<file path="src/include/obcd_pkg.sv">
package obcd_pkg;

    ////////////////////////////////////////////////////////////////////////
    // reset values and erased content
    localparam logic [7:0] OPT0_RST = 8'hfc;
    localparam logic [7:0] OPT1_RST = 8'hef;
    localparam logic [7:0] ERASED   = 8'hff;

    ////////////////////////////////////////////////////////////////////////
    // field positions, byte 0
    localparam int B0_AWU      = 7;
    localparam int B0_RANGE_LO = 4;
    localparam int B0_SEC_LO   = 2;
    localparam int B0_RDP      = 1;
    localparam int B0_WRP      = 0;
    // field positions, byte 1
    localparam int B1_PLLX8    = 7;
    localparam int B1_PLL_BYPASS   = 6;
    localparam int B1_RSV      = 5;
    localparam int B1_RCOFF    = 4;
    localparam int B1_VD_LO    = 2;
    localparam int B1_WATCHDOG_MODE_SELECT    = 1;
    localparam int B1_HALT     = 0;

    ////////////////////////////////////////////////////////////////////////
    // encodings
    localparam logic [2:0]  RANGE_1_TO_2  = 3'h0;
    localparam logic [2:0]  RANGE_2_TO_4  = 3'h1;
    localparam logic [2:0]  RANGE_4_TO_8  = 3'h2;
    localparam logic [2:0]  RANGE_8_TO_16 = 3'h3;
    localparam logic [2:0]  RANGE_VLP     = 3'h4;
    localparam logic [2:0]  RANGE_EXT_PB4 = 3'h7;
    localparam logic [12:0] SEC_0K5       = 13'h0200;
    localparam logic [12:0] SEC_1K        = 13'h0400;
    localparam logic [12:0] SEC_2K        = 13'h0800;
    localparam logic [12:0] SEC_4K        = 13'h1000;
    localparam logic [1:0]  VD_OFF        = 2'h3;
    localparam logic [3:0]  PLL_X4        = 4'h4;
    localparam logic [3:0]  PLL_X8        = 4'h8;
    localparam logic [7:0]  WRP_MASK      = 8'h01;

    typedef enum logic [2:0] {
        CMD_OPT_RD,
        CMD_OPT_WR,
        CMD_OPT_ERASE,
        CMD_PM_RD,
        CMD_PM_WR,
        CMD_PM_ERASE
    } obcd_cmd_t;

    typedef struct packed {
        logic        valid;
        obcd_cmd_t   cmd;
        logic        idx;
        logic [7:0]  wdata;
    } obcd_req_t;

    typedef struct packed {
        logic        done;
        logic        refused;
        logic [7:0]  rdata;
    } obcd_rsp_t;

    typedef struct packed {
        logic        wr_en;
        logic        idx;
        logic [7:0]  data;
        logic        erase_all;
    } obcd_nvm_t;

    typedef struct packed {
        logic        awu_rc;
        logic [2:0]  osc_range;
        logic        ext_clk_pb4;
        logic [12:0] sector0_bytes;
        logic        rd_protect;
        logic        wr_protect;
        logic [3:0]  pll_mult;
        logic        pll_enable;
        logic        rc_osc_on;
        logic        vd_enable;
        logic [1:0]  vd_level;
        logic        wdg_hw_on;
        logic        halt_reset;
    } obcd_cfg_t;

    function automatic obcd_cfg_t obcd_decode(input logic [7:0] b0,
                                              input logic [7:0] b1);
        obcd_cfg_t c;
        c = '0;
        c.awu_rc      = b0[B0_AWU];
        c.osc_range   = c.awu_rc ? b0[B0_RANGE_LO +: 3]
                                 : RANGE_VLP;
        c.rc_osc_on   = !b1[B1_RCOFF];
        c.ext_clk_pb4 = !c.rc_osc_on
                        && (c.osc_range == RANGE_EXT_PB4);
        unique case (b0[B0_SEC_LO +: 2])
            2'h0: c.sector0_bytes = SEC_0K5;
            2'h1: c.sector0_bytes = SEC_1K;
            2'h2: c.sector0_bytes = SEC_2K;
            2'h3: c.sector0_bytes = SEC_4K;
        endcase
        c.rd_protect  = b0[B0_RDP];
        c.wr_protect  = b0[B0_WRP];
        c.pll_mult    = b1[B1_PLLX8] ? PLL_X8 : PLL_X4;
        c.pll_enable  = !b1[B1_PLL_BYPASS];
        c.vd_level    = b1[B1_VD_LO +: 2];
        c.vd_enable   = (c.vd_level != VD_OFF);
        c.wdg_hw_on   = !b1[B1_WATCHDOG_MODE_SELECT];
        c.halt_reset  = b1[B1_HALT];
        return c;
    endfunction

endpackage

</file>
<file path="src/rtl/obcd_option_decoder.sv">
// Behaviour
// - wake-up clock: 0 low-power osc, 1 RC
// - range field picks resonator or external clock
// - range ignored when wake-up bit is 0
// - sector 0 size 0.5k, 1k, 2k, 4k
// - read-out protection blocks extraction and writes
// - erase under read protection without write protection erases everything first
// - write protection refuses program memory writes and all erase; without read protection, option byte writes go through with the bit held
// - option bytes reachable only in programming mode
// - erased flash reads back as all ones
// - pll factor: 0 times four, 1 times eight
// - pll bypass bit: 0 enabled, 1 bypassed
// - rc oscillator on when 0, off when 1
// - voltage detect threshold field, 11 is off
// - watchdog mode: 0 hardware, 1 software
// - halt-reset bit: reset on halt entry when 1
`timescale 1ns/1ns
`default_nettype none

module obcd_option_decoder
    import obcd_pkg::*;
(
    // clock and reset
    input  wire logic      clk_sys,
    input  wire logic      rst,
    // non-volatile option cells
    input  wire logic [7:0] nvm_byte0,
    input  wire logic [7:0] nvm_byte1,
    // programming tool port
    input  wire logic      prog_mode,
    input  wire obcd_req_t prog_req,
    output var  obcd_rsp_t prog_rsp,
    output var  logic      pm_grant,
    // option cell programming strobes
    output var  obcd_nvm_t nvm_cmd,
    // decoded hardware settings
    output var  obcd_cfg_t cfg,
    output var  logic      cfg_valid
);

    ////////////////////////////////////////////////////////////////////////
    // state

    typedef enum logic {
        PH_LOAD,
        PH_RUN
    } obcd_phase_t;

    typedef struct packed {
        obcd_phase_t phase;
        logic [7:0]  opt0;
        logic [7:0]  opt1;
        logic        unlocked;
        obcd_cfg_t   cfg;
        obcd_rsp_t   rsp;
        obcd_nvm_t   nvm;
        logic        pm_grant;
    } obcd_state_t;

    obcd_state_t st_reg;
    obcd_state_t st_next;
    logic        rd_prot;
    logic        wr_prot;

    // a mass erase lifts read protection until the next reset, since the
    // latched bytes are only refreshed on reset
    assign rd_prot = st_reg.cfg.rd_protect && !st_reg.unlocked;
    assign wr_prot = st_reg.cfg.wr_protect;

    ////////////////////////////////////////////////////////////////////////
    // next state

    always_comb begin
        st_next               = st_reg;
        st_next.rsp.done      = 1'b0;
        st_next.rsp.refused   = 1'b0;
        st_next.nvm.wr_en     = 1'b0;
        st_next.nvm.erase_all = 1'b0;
        st_next.pm_grant      = 1'b0;
        unique case (st_reg.phase)
            PH_LOAD: begin
                // settings come from the cells exactly once per reset
                st_next.opt0  = nvm_byte0;
                st_next.opt1  = nvm_byte1;
                st_next.cfg   = obcd_decode(nvm_byte0, nvm_byte1);
                st_next.phase = PH_RUN;
            end
            PH_RUN: begin
                if (prog_req.valid) begin
                    st_next.rsp.done = 1'b1;
                    if (!prog_mode) begin
                        st_next.rsp.refused = 1'b1;
                    end else begin
                        unique case (prog_req.cmd)
                            CMD_OPT_RD: begin
                                st_next.rsp.rdata = prog_req.idx
                                                    ? nvm_byte1
                                                    : nvm_byte0;
                            end
                            CMD_OPT_WR: begin
                                if (rd_prot) begin
                                    st_next.rsp.refused = 1'b1;
                                end else begin
                                    st_next.nvm.wr_en = 1'b1;
                                    st_next.nvm.idx   = prog_req.idx;
                                    st_next.nvm.data  = prog_req.wdata;
                                    // protection bit cannot be cleared
                                    if (wr_prot && !prog_req.idx) begin
                                        st_next.nvm.data =
                                            prog_req.wdata | WRP_MASK;
                                    end
                                end
                            end
                            CMD_OPT_ERASE: begin
                                if (wr_prot) begin
                                    st_next.rsp.refused = 1'b1;
                                end else if (rd_prot) begin
                                    st_next.nvm.erase_all = 1'b1;
                                    st_next.unlocked      = 1'b1;
                                end else begin
                                    st_next.nvm.wr_en = 1'b1;
                                    st_next.nvm.idx   = prog_req.idx;
                                    st_next.nvm.data  = ERASED;
                                end
                            end
                            CMD_PM_RD: begin
                                if (rd_prot) begin
                                    st_next.rsp.refused = 1'b1;
                                end else begin
                                    st_next.pm_grant = 1'b1;
                                end
                            end
                            CMD_PM_WR, CMD_PM_ERASE: begin
                                if (rd_prot || wr_prot) begin
                                    st_next.rsp.refused = 1'b1;
                                end else begin
                                    st_next.pm_grant = 1'b1;
                                end
                            end
                            default: begin
                                st_next.rsp.refused = 1'b1;
                            end
                        endcase
                    end
                end
            end
        endcase
    end

    ////////////////////////////////////////////////////////////////////////
    // registers

    always_ff @(posedge clk_sys or posedge rst) begin
        if (rst) begin
            st_reg       <= '0;
            st_reg.phase <= PH_LOAD;
            st_reg.opt0  <= OPT0_RST;
            st_reg.opt1  <= OPT1_RST;
        end else begin
            st_reg <= st_next;
        end
    end

    assign prog_rsp  = st_reg.rsp;
    assign pm_grant  = st_reg.pm_grant;
    assign nvm_cmd   = st_reg.nvm;
    assign cfg       = st_reg.cfg;
    assign cfg_valid = (st_reg.phase == PH_RUN);

    logic run_q;
    always_ff @(posedge clk_sys or posedge rst) begin
        if (rst) begin
            run_q <= 1'b0;
        end else begin
            run_q <= (st_reg.phase == PH_RUN);
        end
    end
endmodule

`default_nettype wire

</file>
<file path="config.mk">
export PLATFORM = sky130hd
export DESIGN_NAME = obcd_option_decoder
export DESIGN_NICKNAME = d
export VERILOG_FILES = /design/src/include/obcd_pkg.sv /design/src/rtl/obcd_option_decoder.sv
export SDC_FILE = /design/constraint.sdc
export NUM_CORES = 1
export LEC_CHECK = 0
export ABC_AREA = 1
export ABC_CLOCK_PERIOD_IN_PS = 1600
export BUFFER_PORTS_ARGS = -buffer_cell sky130_fd_sc_hd__buf_2
export CAP_MARGIN = 10
export CORE_ASPECT_RATIO = 0.75
export CORE_MARGIN = 3
export CORE_UTILIZATION = 40
export DETAILED_ROUTE_END_ITERATION = 10
export PLACE_DENSITY = 0.66
export SYNTH_ARGS = -nofsm -noshare
export SYNTH_HDL_FRONTEND = slang
export SYNTH_SLANG_ARGS = --single-unit
</file>
<file path="constraint.sdc">
create_clock -name clk_sys -period 1.6 [get_ports clk_sys]
set_input_delay 0.16 -clock clk_sys [delete_from_list [all_inputs] [get_ports clk_sys]]
set_output_delay 0.16 -clock clk_sys [all_outputs]
set_load 0.02 [all_outputs]
</file>
==> impl_metrics.csv <==
group,metric,value,unit
clock_network,htreeDepth,2,
floorplan,die-area,0.00702,mm^2
global_routing,grt_pass1_wl,8090,um
worst_setup_path,rr_worst_depth,7,
timing,min_period,1280,ps
cells_and_area,nNetsFinal,351,
floorplan,dieWidth,95.8,um
timing,hold_slack,57.5,ps
placed_design,place_congestion,0.746,
drt,avgViaCountPerCell,4.41,
yosys,synth_area,0.00242,mm^2
drt,drt-initial-drc-count,84,
yosys,synth_top_area_share,0.455,
timing,setup_tns,0,ps
drt,drtPass1Iterations,4,
floorplan,initial_core_util,0.433,
clock_network,worstSkewPairLatency,290,ps
global_routing,antenna_found_initial,0,
worst_setup_path,arrival,1450,ps
clock_network,clkSlewWorstSetupHoldPaths,80,ps
floorplan,die_h,73.3,um
worst_hold_path,min_delay_path_depth,2,
floorplan,rows,23,
yosys,synthTopCellsByCount,"89 x nand2_1, 54 x buf_4, 44 x dfrtp_1",
timing,rsz0062_at_grt,"false",
timing,maxClockFrequency,0.784,GHz
yosys,yosysMostFrequentCell,"nand2_1",
yosys,synth_edf_count,0,
worst_hold_path,hp-class,"in -> reg",
yosys,ys_seq_area_frac,0.455,
drt,wl_per_cell,12.4,um
worst_setup_path,start_kind,"flop",
global_routing,grt_pass1_vias,1624,
flow_run,maxCapViolations,0,
drt,route.detailed.drc,0,
yosys,synth_flop_cell,"dfrtp_1",
placed_design,port_buffers,74,
clock_network,cts_setup_buffers,0,
clock_network,cts_buffer_depth,2,
worst_setup_path,crit_type,"reg -> reg",
yosys,synth_cell_type_count,26,
worst_setup_path,cp-end-kind,"flop",
cells_and_area,synthToLayoutAreaGrowth,8.13,%
clock_network,numCtsBuffers,5,
worst_setup_path,required,1780,ps
yosys,synth_warnings,0,
yosys,synth_top_area_cell,"dfrtp_1",
pwr,p_per_area,978,mW/mm^2
yosys,avgSynthCellArea,8.57,um^2
drt,vias,1737,
timing,hold_viol_final,0,
worst_setup_path,worstPathMaxFanout,9,
timing,finalClockSkew,5.97,ps
global_routing,grt_overflow,0,
yosys,async_reset_ff_frac,1.00,
cells_and_area,drive_gt1_frac,0.323,
pwr,p_leak,0.00147,uW
global_routing,grt_max_degree,24,
status,status,"finished clean",
global_routing,track_usage,0.151,
floorplan,core,0.00558,mm^2
timing,slew_viol_final,0,
placed_design,dp_hpwl,3870,um
timing,setup_viol,0,
cells_and_area,diodes,0,
cells_and_area,largest_reg_flops,19,
drt,ant_nets,0,
yosys,yosys-top-cells-area,"dfrtp_1 46%, buf_4 17%, nand2_1 14%",
yosys,synth_seq_cells,44,
clock_network,cts_tree,"yes",
timing,min_period_over_period,0.797,
clock_network,cts_root_buffer,"clkbuf_8",
pwr,ir_drop,0.398,mV
floorplan,num_io_pins,86,
drt,drt_wl_total,4870,um
clock_network,cts_num_sinks,44,
yosys,synth_cells,282,
metal layers:
layer | global-route usage | wire length, um | up-vias
li1 | - | - | 883
met5 | 0 | 0 | -
met2 | 0.216 | 2200 | 54
met1 | 0.225 | 2340 | 793
met3 | 0.0338 | 252 | 7
met4 | 0.0521 | 81 | 0
cell usage in the layout, fill, tap and decap left out, drive strengths merged, types with 2 or more instances in the layout:
cell	netlist	final
a21oi	9	9
buf	55	77
clkbuf	3	6
clkinv	1	2
conb	2	12
dfrtp	44	44
inv	16	16
nand2	94	94
nand3	6	6
nor2	22	22
o21a	8	8
o21ai	16	16
report_power, final:
group	switching [uW]	internal, uW
Clock	344	297
Combinational	409	206
Sequential	71.0	1230
Total	824	1730
logic make-up after synthesis:
group,Yosys count,share of synthesized area
AND/OR/NAND/NOR,125,0.249
flip-flops,44,0.455
buffers and inverters,75,0.203
other,2,0.00311
AO/OA/AOI/OAI,36,0.0885
cell type report:
class	count	area, um^2
multi-input cells	173	862
inverters	17	63.8
repair buffers	78	415
clock inverters	1	5.00
well taps	75	93.8
flip-flops and latches	44	1100
clock buffers	6	72.6
fillers	567	2970
metrics by stage:
stage / power (uW) / utilization / area, um^2 / setup WS, ps / std cells
after detailed placement: 1940 / 0.452 / 2530 / 336 / 386
after CTS: 2590 / 0.468 / 2610 / 318 / 394
after floorplan: 1890 / - / 2450 / 319 / 292
final: 2560 / 0.468 / 2610 / 325 / 394
after global placement: 1930 / 0.452 / 2530 / 343 / 386
after global routing: 2720 / 0.468 / 2610 / 211 / 394
critical path, cell delays in order (launching register included):
cell and delay, ps:
dfrtp_1 400, inv_1 80, nor2_4 230, nor2_1 80
nand2_2 160, nand2_1 70, nand3_1 90, nand2_1 50
timing repair:
action | in CTS | in global routing
hold buffers | 1 | 0
gates resized for setup | 0 | 0
endpoints found under the hold margin | 21 | 0
path summary, 6_finish.rpt:
check,slack (ps),endpoint,startpoint
worst max-delay path,320,nvm_cmd[9],cfg[12]
worst min-delay path,60,cfg[1],nvm_byte1[1]
worst max register to register,320,nvm_cmd[9],cfg[12]
worst min register to register,480,cfg[30],cfg[30]
max in group asynchronous,670,prog_rsp[6],rst
min in group asynchronous,440,cfg[28],rst
No activity file was read; power rests on OpenSTA's default activity.
